[src/hw/dmr_alu_map.vh]
// constants for the multiply-accumulate, max, merge and move datapath
`ifndef DMR_ALU_MAP_VH
`define DMR_ALU_MAP_VH
// operation codes from decode
`define DMR_OP_NOP 3'h0
`define DMR_OP_RMAC 3'h1
`define DMR_OP_RMACI 3'h2
`define DMR_OP_MAX 3'h3
`define DMR_OP_MAXMAG 3'h4
`define DMR_OP_MERGE 3'h5
`define DMR_OP_MOVE 3'h6
// low byte of the instruction word for the one-word forms
`define DMR_OPC_MAX 8'h1D
`define DMR_OPC_MAXMAG 8'h15
`define DMR_OPC_MOVE 8'h00
`define DMR_OPC_HI 7
`define DMR_MOVE_HI 23
`define DMR_MOVE_LO 8
// condition code bit positions
`define DMR_CC_C 0
`define DMR_CC_V 1
`define DMR_CC_Z 2
`define DMR_CC_N 3
`define DMR_CC_U 4
`define DMR_CC_E 5
`define DMR_CC_L 6
`define DMR_CC_S 7
`define DMR_CC_RESET 8'h00
// accumulator fields
`define DMR_ACC_HI_MSB 47
`define DMR_ACC_HI_LSB 24
`define DMR_ACC_LO_MSB 23
`define DMR_ACC_RESET 56'h00000000000000
// round point weight
`define DMR_RND_HALF 56'h00000000800000
`define DMR_LOW_MASK 56'hFFFFFFFF000000
`define DMR_LOW_HALF 24'h800000
`endif

[src/hw/dmr_mul.v]
// signed multiplier with sign select, product as a fraction in 56 bits
`timescale 1ns/1ns
module dmr_mul #(
    parameter W = 24,
    parameter AW = 56
) (
    // operands
    input wire [W-1:0] mul_a,
    input wire [W-1:0] mul_b,
    input wire negate,
    // product
    output wire [AW-1:0] prod
);
    wire signed [2*W-1:0] raw;
    wire signed [AW-1:0] ext;
    assign raw = $signed(mul_a) * $signed(mul_b);
    // fractional multiply: one left shift drops the duplicate sign bit
    assign ext = {{(AW-2*W){raw[2*W-1]}}, raw[2*W-2:0], 1'b0};
    assign prod = negate ? (~ext + {{(AW-1){1'b0}}, 1'b1}) : ext; // RULE4
endmodule

[src/hw/dmr_flags.v]
// standard flag terms for a 56-bit accumulator result
`timescale 1ns/1ns
`include "dmr_alu_map.vh"
module dmr_flags #(
    parameter AW = 56
) (
    // value
    input wire [AW-1:0] val,
    // flags
    output wire ext_used,
    output wire unnorm,
    output wire neg,
    output wire zero,
    output wire scale
);
    // extension in use when bits 55..47 are not all equal
    assign ext_used = ~(&val[AW-1:`DMR_ACC_HI_MSB] |
        ~|val[AW-1:`DMR_ACC_HI_MSB]);
    assign unnorm = ~(val[`DMR_ACC_HI_MSB] ^ val[`DMR_ACC_HI_MSB-1]);
    assign neg = val[AW-1];
    assign zero = ~|val;
    // scaling: bits 46 and 45 differ marks growth past half scale
    assign scale = val[`DMR_ACC_HI_MSB-1] ^ val[`DMR_ACC_HI_MSB-2];
endmodule

[src/hw/dmr_alu.v]
// datapath unit: round mac, max transfers, half-word merge, plain move
//
// Operation
// RULE1: after rounding, clear accumulator low word for an unbiased value
// RULE2: register mac-round updates S L E U N Z V, keeps carry
// RULE3: immediate mac-round multiplies signed 24-bit values, 56-bit sum
// RULE4: minus sign negates the product first; plus is default
// RULE5: immediate multiplier comes from the extension word after the opcode
// RULE6: two-bit field picks source register, one bit picks accumulator
// RULE7: rounded result stays in the accumulator upper portion
// RULE8: signed max copies source when destination minus source not positive
// RULE9: magnitude max compares absolute values the same way
// RULE10: max ops clear carry on transfer, else set; update S and L only
// RULE11: max and move are one word, move field 23..8, opcode 7..0
// RULE12: merge places src 11..0 above dst 35..24 into bits 47..24
// RULE13: sixteen-bit mode merges src 15..8 with dst 39..32 into 47..32
// RULE14: merge sets N from bit 47, Z from 47..24, clears V
// RULE15: move does no arithmetic, updates only S and L
// RULE16: arithmetic runs alongside up to two parallel bus moves
// RULE17: rounding kind is an outside setting sampled at execution
`timescale 1ns/1ns
`include "dmr_alu_map.vh"
module dmr_alu #(
    parameter W = 24,
    parameter AW = 56
) (
    // clock and reset
    input wire core_clk,
    input wire rstn,
    // instruction from decode
    input wire exec,
    input wire [2:0] op,
    input wire [W-1:0] iword,
    input wire [W-1:0] ext_word,
    input wire [1:0] source_register_select,
    input wire dst_sel,
    input wire negate,
    input wire [2:0] src2_sel,
    input wire [2:0] merge_src_sel,
    // mode settings
    input wire rnd_twos,
    input wire sixteen_mode,
    input wire scale_dn,
    input wire scale_up,
    // input registers x0 x1 y0 y1
    input wire [W-1:0] x0,
    input wire [W-1:0] x1,
    input wire [W-1:0] y0,
    input wire [W-1:0] y1,
    // parallel bus writes to accumulators
    input wire bus_wr_a,
    input wire bus_wr_b,
    input wire [AW-1:0] bus_wdata,
    // state
    output reg [AW-1:0] acc_a_q,
    output reg [AW-1:0] acc_b_q,
    output reg [7:0] condition_code_register,
    output reg [W-1:0] move_field_q,
    output reg busy_q
);
    ////////////////////////////////////////////////////////////////////
    // operand selection
    function [W-1:0] pick4;
        input [1:0] s;
        input [W-1:0] r0;
        input [W-1:0] r1;
        input [W-1:0] r2;
        input [W-1:0] r3;
        begin
            case (s)
                2'h0: pick4 = r0;
                2'h1: pick4 = r1;
                2'h2: pick4 = r2;
                default: pick4 = r3;
            endcase
        end
    endfunction

    function [AW-1:0] absv;
        input [AW-1:0] v;
        begin
            absv = v[AW-1] ? (~v + {{(AW-1){1'b0}}, 1'b1}) : v;
        end
    endfunction

    wire [AW-1:0] dst_acc;
    wire [AW-1:0] src_acc;
    wire [W-1:0] s_reg;
    wire [W-1:0] m_a;
    wire [W-1:0] m_b;
    wire [W-1:0] merge_src;
    wire [AW-1:0] prod;
    assign dst_acc = dst_sel ? acc_b_q : acc_a_q; // RULE6
    assign src_acc = dst_sel ? acc_a_q : acc_b_q;
    // x0 y0 x1 y1 order for the immediate form
    assign s_reg = pick4(source_register_select, x0, y0, x1, y1); // RULE6
    // immediate takes the extension word, register form a second reg
    assign m_a = (op == `DMR_OP_RMACI) ? ext_word : // RULE5
        pick4(src2_sel[1:0], x0, y0, x1, y1);
    assign m_b = s_reg;
    assign merge_src = merge_src_sel[2] ?
        (merge_src_sel[0] ? acc_b_q[`DMR_ACC_HI_MSB:`DMR_ACC_HI_LSB] :
        acc_a_q[`DMR_ACC_HI_MSB:`DMR_ACC_HI_LSB]) :
        pick4(merge_src_sel[1:0], x0, x1, y0, y1);

    dmr_mul #(.W(W), .AW(AW)) u_mul (
        .mul_a(m_a),
        .mul_b(m_b),
        .negate(negate),
        .prod(prod)
    ); // RULE3

    ////////////////////////////////////////////////////////////////////
    // accumulate and round
    wire [AW-1:0] sum;
    wire [AW:0] sum_wide;
    wire sum_ovf;
    wire [AW-1:0] rnd_pre;
    wire tie;
    wire [AW-1:0] rnd_res;
    assign sum_wide = {dst_acc[AW-1], dst_acc} + {prod[AW-1], prod};
    assign sum = sum_wide[AW-1:0];
    assign sum_ovf = sum_wide[AW] ^ sum_wide[AW-1];
    assign rnd_pre = sum + `DMR_RND_HALF;
    // convergent: exact half rounds to even by clearing bit 24
    assign tie = (sum[`DMR_ACC_LO_MSB:0] == `DMR_LOW_HALF);
    assign rnd_res = (rnd_pre & `DMR_LOW_MASK) & // RULE1 RULE7
        ~({{(AW-1){1'b0}}, (tie & ~rnd_twos)} << `DMR_ACC_HI_LSB); // RULE17

    ////////////////////////////////////////////////////////////////////
    // max compares
    wire [AW:0] sdiff;
    wire [AW:0] mdiff;
    wire take_s;
    wire take_m;
    assign sdiff = {dst_acc[AW-1], dst_acc} - {src_acc[AW-1], src_acc};
    assign mdiff = {1'b0, absv(dst_acc)} - {1'b0, absv(src_acc)};
    assign take_s = sdiff[AW] | ~|sdiff; // RULE8
    assign take_m = mdiff[AW] | ~|mdiff; // RULE9

    ////////////////////////////////////////////////////////////////////
    // merge
    wire [AW-1:0] merged;
    assign merged = sixteen_mode ?
        {dst_acc[AW-1:`DMR_ACC_HI_MSB+1], merge_src[15:8],
        dst_acc[39:32], dst_acc[31:0]} : // RULE13
        {dst_acc[AW-1:`DMR_ACC_HI_MSB+1], merge_src[11:0],
        dst_acc[35:24], dst_acc[23:0]}; // RULE12

    ////////////////////////////////////////////////////////////////////
    // flag terms
    wire f_e;
    wire f_u;
    wire f_n;
    wire f_z;
    wire f_s;
    wire mv_s;
    dmr_flags #(.AW(AW)) u_flags (
        .val(rnd_res),
        .ext_used(f_e),
        .unnorm(f_u),
        .neg(f_n),
        .zero(f_z),
        .scale(f_s)
    );
    // scaling and limit for ops that only move data
    assign mv_s = (scale_dn | scale_up) ?
        (dst_acc[`DMR_ACC_HI_MSB] ^ dst_acc[`DMR_ACC_HI_MSB-1]) :
        (dst_acc[`DMR_ACC_HI_MSB-1] ^ dst_acc[`DMR_ACC_HI_MSB-2]);
    wire mv_l;
    assign mv_l = ~(&dst_acc[AW-1:`DMR_ACC_HI_MSB] |
        ~|dst_acc[AW-1:`DMR_ACC_HI_MSB]);

    ////////////////////////////////////////////////////////////////////
    // register update
    reg [AW-1:0] res_d;
    reg wr_d;
    reg [7:0] cc_d;
    always @*
    begin
        res_d = dst_acc;
        wr_d = 1'b0;
        cc_d = condition_code_register;
        if (exec)
        begin
            case (op)
                `DMR_OP_RMAC, `DMR_OP_RMACI:
                begin
                    res_d = rnd_res; // RULE1 RULE3 RULE7
                    wr_d = 1'b1;
                    cc_d[`DMR_CC_S] = condition_code_register[`DMR_CC_S]
                        | f_s; // RULE2
                    cc_d[`DMR_CC_L] = condition_code_register[`DMR_CC_L]
                        | sum_ovf;
                    cc_d[`DMR_CC_E] = f_e;
                    cc_d[`DMR_CC_U] = f_u;
                    cc_d[`DMR_CC_N] = f_n;
                    cc_d[`DMR_CC_Z] = f_z;
                    cc_d[`DMR_CC_V] = sum_ovf; // RULE2
                end
                `DMR_OP_MAX, `DMR_OP_MAXMAG:
                begin
                    if ((op == `DMR_OP_MAX) ? take_s : take_m)
                    begin
                        res_d = src_acc; // RULE8 RULE9
                        wr_d = 1'b1;
                    end
                    cc_d[`DMR_CC_C] = ~((op == `DMR_OP_MAX) ?
                        take_s : take_m); // RULE10
                    cc_d[`DMR_CC_S] = condition_code_register[`DMR_CC_S]
                        | mv_s; // RULE10
                    cc_d[`DMR_CC_L] = condition_code_register[`DMR_CC_L]
                        | mv_l;
                end
                `DMR_OP_MERGE:
                begin
                    res_d = merged;
                    wr_d = 1'b1;
                    cc_d[`DMR_CC_N] = merged[`DMR_ACC_HI_MSB]; // RULE14
                    cc_d[`DMR_CC_Z] = ~|merged[`DMR_ACC_HI_MSB:
                        `DMR_ACC_HI_LSB]; // RULE14
                    cc_d[`DMR_CC_V] = 1'b0; // RULE14
                end
                `DMR_OP_MOVE:
                begin
                    // no arithmetic, accumulator kept
                    cc_d[`DMR_CC_S] = condition_code_register[`DMR_CC_S]
                        | mv_s; // RULE15
                    cc_d[`DMR_CC_L] = condition_code_register[`DMR_CC_L]
                        | mv_l; // RULE15
                end
                default:
                begin
                    cc_d = condition_code_register;
                end
            endcase
        end
    end

    // the alu result wins over a bus write to the same accumulator;
    // software must not name both, so this only defines the hazard
    always @(posedge core_clk)
    begin
        if (!rstn)
        begin
            acc_a_q <= `DMR_ACC_RESET;
            acc_b_q <= `DMR_ACC_RESET;
            condition_code_register <= `DMR_CC_RESET;
            move_field_q <= {W{1'b0}};
            busy_q <= 1'b0;
        end
        else
        begin
            condition_code_register <= cc_d;
            busy_q <= exec;
            // bus move field registered, seen one cycle after exec
            if (exec)
                move_field_q <= {iword[`DMR_MOVE_HI:`DMR_MOVE_LO],
                    iword[`DMR_OPC_HI:0]}; // RULE11 RULE16
            if (wr_d && !dst_sel)
                acc_a_q <= res_d;
            else if (bus_wr_a)
                acc_a_q <= bus_wdata; // RULE16
            if (wr_d && dst_sel)
                acc_b_q <= res_d;
            else if (bus_wr_b)
                acc_b_q <= bus_wdata; // RULE16
        end
    end
endmodule

[config.mk]
export PLATFORM = sky130hd
export DESIGN_NAME = dmr_alu
export DESIGN_NICKNAME = d
export VERILOG_FILES = /design/src/hw/dmr_mul.v /design/src/hw/dmr_flags.v /design/src/hw/dmr_alu.v
export VERILOG_INCLUDE_DIRS = /design/src /design/src/hw
export SDC_FILE = /design/constraint.sdc
export NUM_CORES = 2
export LEC_CHECK = 0
export BUFFER_PORTS_ARGS = -buffer_cell sky130_fd_sc_hd__buf_2
export CAP_MARGIN = 0
export CORE_UTILIZATION = 60
export CTS_BUF_LIST = sky130_fd_sc_hd__clkbuf_8
export DETAILED_ROUTE_END_ITERATION = 10
export HOLD_SLACK_MARGIN = 0.02
export PLACE_DENSITY_LB_ADDON = 0.3
export SYNTH_ARGS = -nofsm -noshare
export SYNTH_HDL_FRONTEND = slang
export SYNTH_SLANG_ARGS = --single-unit
[constraint.sdc]
create_clock -name core_clk -period 18.4 [get_ports core_clk]
set_input_delay 2.76 -clock core_clk [delete_from_list [all_inputs] [get_ports core_clk]]
set_output_delay 2.76 -clock core_clk [all_outputs]
set_load 0.05 [all_outputs]
Yosys cells after proc, flatten, opt, wreduce, memory -nomap -nowiden
Cells that the tools add are included.
{ "totals": {"out_inout_bits": 145, "latch_bits": 0, "reg_bits": 145, "ramBits": 0, "elab_cells": 112, "n_memories": 0, "rom_bits": 0} }
{ "op_classes": {"muxes": 26, "n_eq_ne": 13, "n_div": 0, "mul": 1, "addsub": 7, "n_shift": 0, "order_cmp": 0, "bitwise": 25, "reduce_logical": 32} }
{ "op_table": {"columns": ["op", "count"], "rows": [
  ["56-bit two-way mux", 11],
  ["56-bit by 1-bit adder with 56-bit output, second input constant", 3],
  ["56-bit NOT", 3],
  ["56-bit case mux with 3 select lines", 1],
  ["24-bit case mux with 3 select lines", 2],
  ["57-bit OR reduction", 2],
  ["56-bit by 56-bit subtractor with 57-bit output", 2],
  ["56-bit by 56-bit adder with 57-bit output", 1],
  ["56-bit by 24-bit adder with 56-bit output, second input constant", 1],
  ["56-bit AND", 1],
  ["25-bit NOT with 56-bit output", 1],
  ["56-bit OR reduction", 1],
  ["24-bit by 24-bit multiplier with 48-bit output", 1],
  ["48-bit two-way mux", 1],
  ["16-bit case mux with 3 select lines", 1],
  ["16-bit two-way mux", 2],
  ["24-bit equality test, second input constant", 1],
  ["24-bit two-way mux", 1],
  ["24-bit OR reduction", 1],
  ["9-bit AND reduction", 2],
  ["9-bit OR reduction", 2],
  ["3-bit equality test, second input constant", 3],
  ["1-bit OR", 9],
  ["2-bit AND reduction", 4],
  ["other kinds (17)", 47]
]} }

Depth between registers and ports, before layout
{ "logic_depth": {"ltp_word": 16, "depth_mapped": 57, "depth_no_buf": 52} }

Cells and area by module
A second synthesis with hierarchy kept.
{ "hier_totals": {"cells_unflattened": 6136, "hier_area_um2": 49283.5} }
{ "modules_own_cells": {"columns": ["module", "n_inst", "area_per_inst_um2", "cells_per_inst", "seq_area_each_um2"], "rows": [
  ["dmr_alu", 1, 25947.4, 3484, 2902.8],
  ["dmr_mul", 1, 23135.9, 2623, 0.0],
  ["dmr_flags", 1, 200.2, 29, 0.0]
]} }

Worst setup path after synthesis
Ideal clock, no wire load.
{ "synth_path": {"path_kind": "input port to flip-flop", "startpoint": "input op[0]", "endpoint": "register condition_code_register[5]", "cell_stages": 50, "t_arrival_ns": 15.671, "setup_ns": 0.127, "path_slack_ns": 2.603, "cell_sequence": "nor3b_1 -> clkbuf_1 -> clkbuf_1 -> buf_1 -> mux2i_1 -> clkbuf_1 -> nor2_1 -> fa_1 -> inv_1 -> fa_1 -> fa_1 -> inv_1 -> fa_1 -> inv_1 -> fa_1 -> inv_1 -> fa_1 -> inv_1 -> [14 not listed] -> o21ai_0 -> xnor2_1 -> ha_1 -> clkbuf_1 -> a21o_1 -> o21bai_1 -> a211oi_1 -> o211ai_1 -> o21ai_0 -> xor2_1 -> a2111oi_0 -> nand3b_1 -> nor4b_1 -> nand3_1 -> xor2_1 -> or3b_2 -> o311ai_0 -> o21ai_0"} }
{ "synth_via": {"elab_chain_cells": 13, "word_cells_on_any_way": 17, "cone_classes": "3 x add/sub; 1 x mul; 2 x eq/ne; 2 x mux; 4 x bitwise; 5 x reduce/logical"} }
{ "synth_lines": {"columns": ["element", "line", "source"], "rows": [
  ["start, declared", "dmr_alu.v:32", "input wire [2:0] op,"],
  ["3-bit by 2-bit equality test with 1-bit output", "dmr_alu.v:186", "case (op)"],
  ["24-bit two-way mux", "dmr_alu.v:98", "assign m_a = (op == `DMR_OP_RMACI) ? ext_word :"],
  ["24-bit by 24-bit multiplier with 48-bit output", "dmr_mul.v:16", "assign raw = $signed(mul_a) * $signed(mul_b);"],
  ["56-bit NOT", "dmr_mul.v:19", "assign prod = negate ? (~ext + {{(AW-1){1'b0}}, 1'b1}) : ext;"],
  ["56-bit by 1-bit adder with 56-bit output", "dmr_mul.v:19", null],
  ["56-bit two-way mux", "dmr_mul.v:19", null],
  ["56-bit by 56-bit adder with 57-bit output", "dmr_alu.v:121", "assign sum_wide = {dst_acc[AW-1], dst_acc} + {prod[AW-1], prod};"],
  ["56-bit by 24-bit adder with 56-bit output (no source line)", null, null],
  ["56-bit AND", "dmr_alu.v:127", "assign rnd_res = (rnd_pre & `DMR_LOW_MASK) &"],
  ["9-bit OR reduction", "dmr_flags.v:18", "~|val[AW-1:`DMR_ACC_HI_MSB]);"],
  ["1-bit zero test", "dmr_flags.v:18", null],
  ["1-bit OR", "dmr_flags.v:17", "assign ext_used = ~(&val[AW-1:`DMR_ACC_HI_MSB] |"],
  ["1-bit NOT", "dmr_flags.v:17", null],
  ["end signal, assigned", "dmr_alu.v:248", "condition_code_register <= `DMR_CC_RESET;"],
  ["end, declared", "dmr_alu.v:57", "output reg [7:0] condition_code_register,"]
]} }
Several ways; a longest one is shown, not always the timed one.
A chain may end at the register's enable or synchronous reset.

Final worst setup path
{ "layout_path": {"startpoint": "input src2_sel[0]", "endpoint": "register acc_b_q[55]"} }
{ "layout_via": {"elab_chain_cells": 13, "word_cells_on_any_way": 15, "cone_classes": "3 x add/sub; 1 x mul; 2 x eq/ne; 6 x mux; 2 x bitwise; 1 x reduce/logical"} }
{ "layout_lines": {"columns": ["element", "line", "source"], "rows": [
  ["start, declared", "dmr_alu.v:38", "input wire [2:0] src2_sel,"],
  ["2-bit equality test (tied with other cells)", "dmr_alu.v:70", "case (s)"],
  ["24-bit case mux with 3 select lines (*)", "dmr_alu.v:70", null],
  ["24-bit two-way mux (*)", "dmr_alu.v:98", null],
  ["24-bit by 24-bit multiplier with 48-bit output (*)", "dmr_mul.v:16", null],
  ["56-bit NOT", "dmr_mul.v:19", null],
  ["56-bit by 1-bit adder with 56-bit output", "dmr_mul.v:19", null],
  ["56-bit two-way mux (*)", "dmr_mul.v:19", null],
  ["56-bit by 56-bit adder with 57-bit output (*)", "dmr_alu.v:121", null],
  ["56-bit by 24-bit adder with 56-bit output (no source line) (*)", null, null],
  ["56-bit AND (*)", "dmr_alu.v:127", null],
  ["56-bit case mux with 3 select lines (*)", "dmr_alu.v:186", null],
  ["56-bit two-way mux (*)", "dmr_alu.v:184", "if (exec)"],
  ["56-bit two-way mux (*)", "dmr_alu.v:264", "if (wr_d && dst_sel)"],
  ["end signal, assigned", "dmr_alu.v:247", "acc_b_q <= `DMR_ACC_RESET;"],
  ["end signal, assigned", "dmr_alu.v:265", "acc_b_q <= res_d;"],
  ["end signal, assigned", "dmr_alu.v:267", "acc_b_q <= bus_wdata;"],
  ["end, declared", "dmr_alu.v:56", "output reg [AW-1:0] acc_b_q,"]
]} }
Every way passes the cells marked *; elsewhere a longest branch is shown, timed or not.

==> results by group <==
Outcome
  • Run status: complete, no violations

Timing
  • Final Max Slew Viols: 0
  • Final setup violating endpoints: 0
  • Tmin final: around 17 ns
  • Unrepaired setup endpoints after global routing: no
  • Final hold violation count: 0
  • Fmax: 58.9 MHz
  • TNS Setup: 0 ns
  • Relative slew slack: 10.1%
  • Period utilization: roughly 92%
  • WHS: 0.507 ns
  • Setup Skew: 0.0239 ns
  • Actual slew at the worst max-slew pin: roughly 1.3 ns

GRT
  • GR Overflow Total: 0
  • GR Util All Layers: 45.8%
  • Pin count of the biggest net entering global routing: about 120
  • First-pass GRT wire length: roughly 280,000 um
  • Vias in the first global route: around 46,000
  • Initial antenna violation count: 13

CTS
  • Hold-fix buffers at CTS: 0
  • Post-CTS setup repair buffer count: 0
  • H-tree depth: 4
  • Worst-skew pair later-pin latency: between 0.5 and 0.6 ns
  • CTS sink cnt: ~150
  • Clock transition at path regs: 0.11 ns
  • Cts bufs inserted: 17
  • PostCTS Resize Cnt: 0
  • Root Buffer: clkbuf_8
  • CTS tree: built
  • Clk buf depth: 2

Cells and area
  • Finished Cell Area: approximately 52,000 sq um
  • Commonest non-fill, non-tap cell in the layout: nand2_1
  • Share of cells above drive strength 1: a little under an eighth
  • Sequential cell area: 2900 sq um
  • Fillers: approximately 7,000
  • Final core area utilization: between 60% and 70%
  • P&R area growth vs syn: 6.51%
  • Most frequent cells in the layout: nand2_1, inv_1, fa_1
  • Final net count: about 7,300
  • Multi-input combinational cell area: ~42,000 sq um

Synthesis
  • Async SR Flop Fraction: 0%
  • Syn Inst Count: roughly 6,100
  • Multiplexer share of the synthesized area: roughly 10%
  • Sequential area share after synthesis: around 6.0%
  • Synth Area per Inst: between 7 and 8 sq um
  • Adder-Cell Fraction of Synth Area: 32.7%
  • Syn_nets: 7,178
  • Post-synthesis xor/xnor area fraction: between 6 and 7%
  • Flops & latches, synth: roughly 150
  • Simple logic cell fraction of the synthesized area: 18.9%
  • Number of enable flip-flop cells after synthesis: 0
  • Complex-gate fraction of the synthesized area: between 10% and 20%
  • Synth warn: 0
  • Prevailing post-synth register cell: dfxtp_1
  • Post-synth design cell area: 48,400 sq um
  • Largest family of logic cells by synthesized area: adder cells
  • Synth cell types: 107

Min path
  • Tightest Hold Check Type: flip-flop to flip-flop

Critical path
  • CP max stage delay: roughly 0.65 ns
  • Crit path launch type: input port
  • Setup crit end kind: flip-flop
  • Crit path required time: around 19 ns
  • CP Class: input port to flip-flop
  • Reg2reg setup slack: 6.71 ns
  • Worst-path maximum fanout: 18
  • Worst Path Arrival: approximately 17 ns
  • CP most frequent cell: fa_1
  • Critical-path top delay cell: mux2i_1
  • Worst path buffer plus inverter count: 6
  • Largest delay share family, worst path: adder cells

Routing
  • Number of DRC markers in iteration 0: 5,689
  • Remaining DRCs: 0
  • Drt first pass iters: 8
  • Routed WL: around 190,000 um
  • Via count: around 48,000
  • Wire per inst: 25.9 um
  • Via-per-instance ratio: around 6.6
  • Final ANT Viol Nets: 0

Die
  • Floorplan core area: 79,400 sq um
  • Initial Util: 60.9%
  • Die X: between 200 and 300 um
  • Die height: roughly 290 um
  • Num ports: about 370
  • Die ar.: roughly 82,000 sq um
  • Row count: a little over 100

Placed design
  • # port buffers: 365
  • Area post-placement: between 50,000 and 60,000 sq um
  • DPL Wire Length: 155,000 um
  • Routability-driven placement congestion ratio: 1.10

Job
  • Max_cap viols: 0
worst paths after layout:
kind	startpoint	cells past startpoint	endpoint
min reg2reg	condition_code_register[5]	2	condition_code_register[5]
max	src2_sel[0]	48	acc_b_q[55]
min	condition_code_register[5]	2	condition_code_register[5]
max reg2reg	acc_b_q[0]	32	acc_b_q[26]
worst min-delay path, stage by stage, from the launching register on:
cell and delay [ns]:
dfxtp_1 0.34, nand3_1 0.06, o21ai_0 0.07
metal layers:
metal  vias up  routed length, um  track usage, %
li1      21012                  -               -
met3       509              25800            14.3
met5         -                 38               0
met2      3051              79000            67.2
met1     23480              73300            61.3
met4         6              10300            21.2
stage by stage:
| step | setup slack [ns] | cells |
|---|---|---|
| floorplan | 2.60 | 6057 |
| global placement | 1.41 | 7230 |
| detailed placement | 1.20 | 7230 |
| CTS | 1.75 | 7262 |
| global route | 0.768 | 7271 |
| finish | 1.42 | 7277 |
synth_stat cells, types with 88 or more instances:
library cell,instances,area [sq um]
inv_1,650,2440
xnor2_1,240,2100
o211a_1,91,911
nand2b_1,91,569
fa_1,610,12200
nor3_1,94,470
o21ai_0,218,1090
nand2_1,700,2630
nor2b_1,88,551
mux2i_1,307,3070
xor2_1,122,1070
nor2_1,522,1960
a21oi_1,350,1750
clkbuf_1,292,1100
dfxtp_1,145,2900
ha_1,289,3620
flip-flops by register name, indices dropped and copies added, names as in the netlist:
register / cells
busy_q: 1
move_field_q: 24
acc_a_q: 56
condition_code_register: 8
acc_b_q: 56
area by class of cell:
cell class	instances	share of cell area, %
Clock inverter	15	0.328
Multi-Input combinational cell	4910	81.0
Sequential cell	145	5.63
Antenna cell	15	0.0729
Timing Repair Buffer	474	5.24
Inverter	651	4.74
Tap cell	1050	2.55
Clock buffer	17	0.454
kinds of logic (layout without fill, tap and decap cells):
logic type | after synthesis | after routing
and+or+nand+nor | 1949 | 1949
AOI/OAI and AO/OA | 1273 | 1273
buffers and inverters | 1002 | 1157
xor gates and xnor gates | 363 | 363
DFF | 145 | 145
adders and majority gates | 899 | 899
other | 0 | 15
muxes | 426 | 426
Power is left out: the tool's default activity adds up to more than one toggle a clock period on the data nets, which glitch-free logic cannot reach.
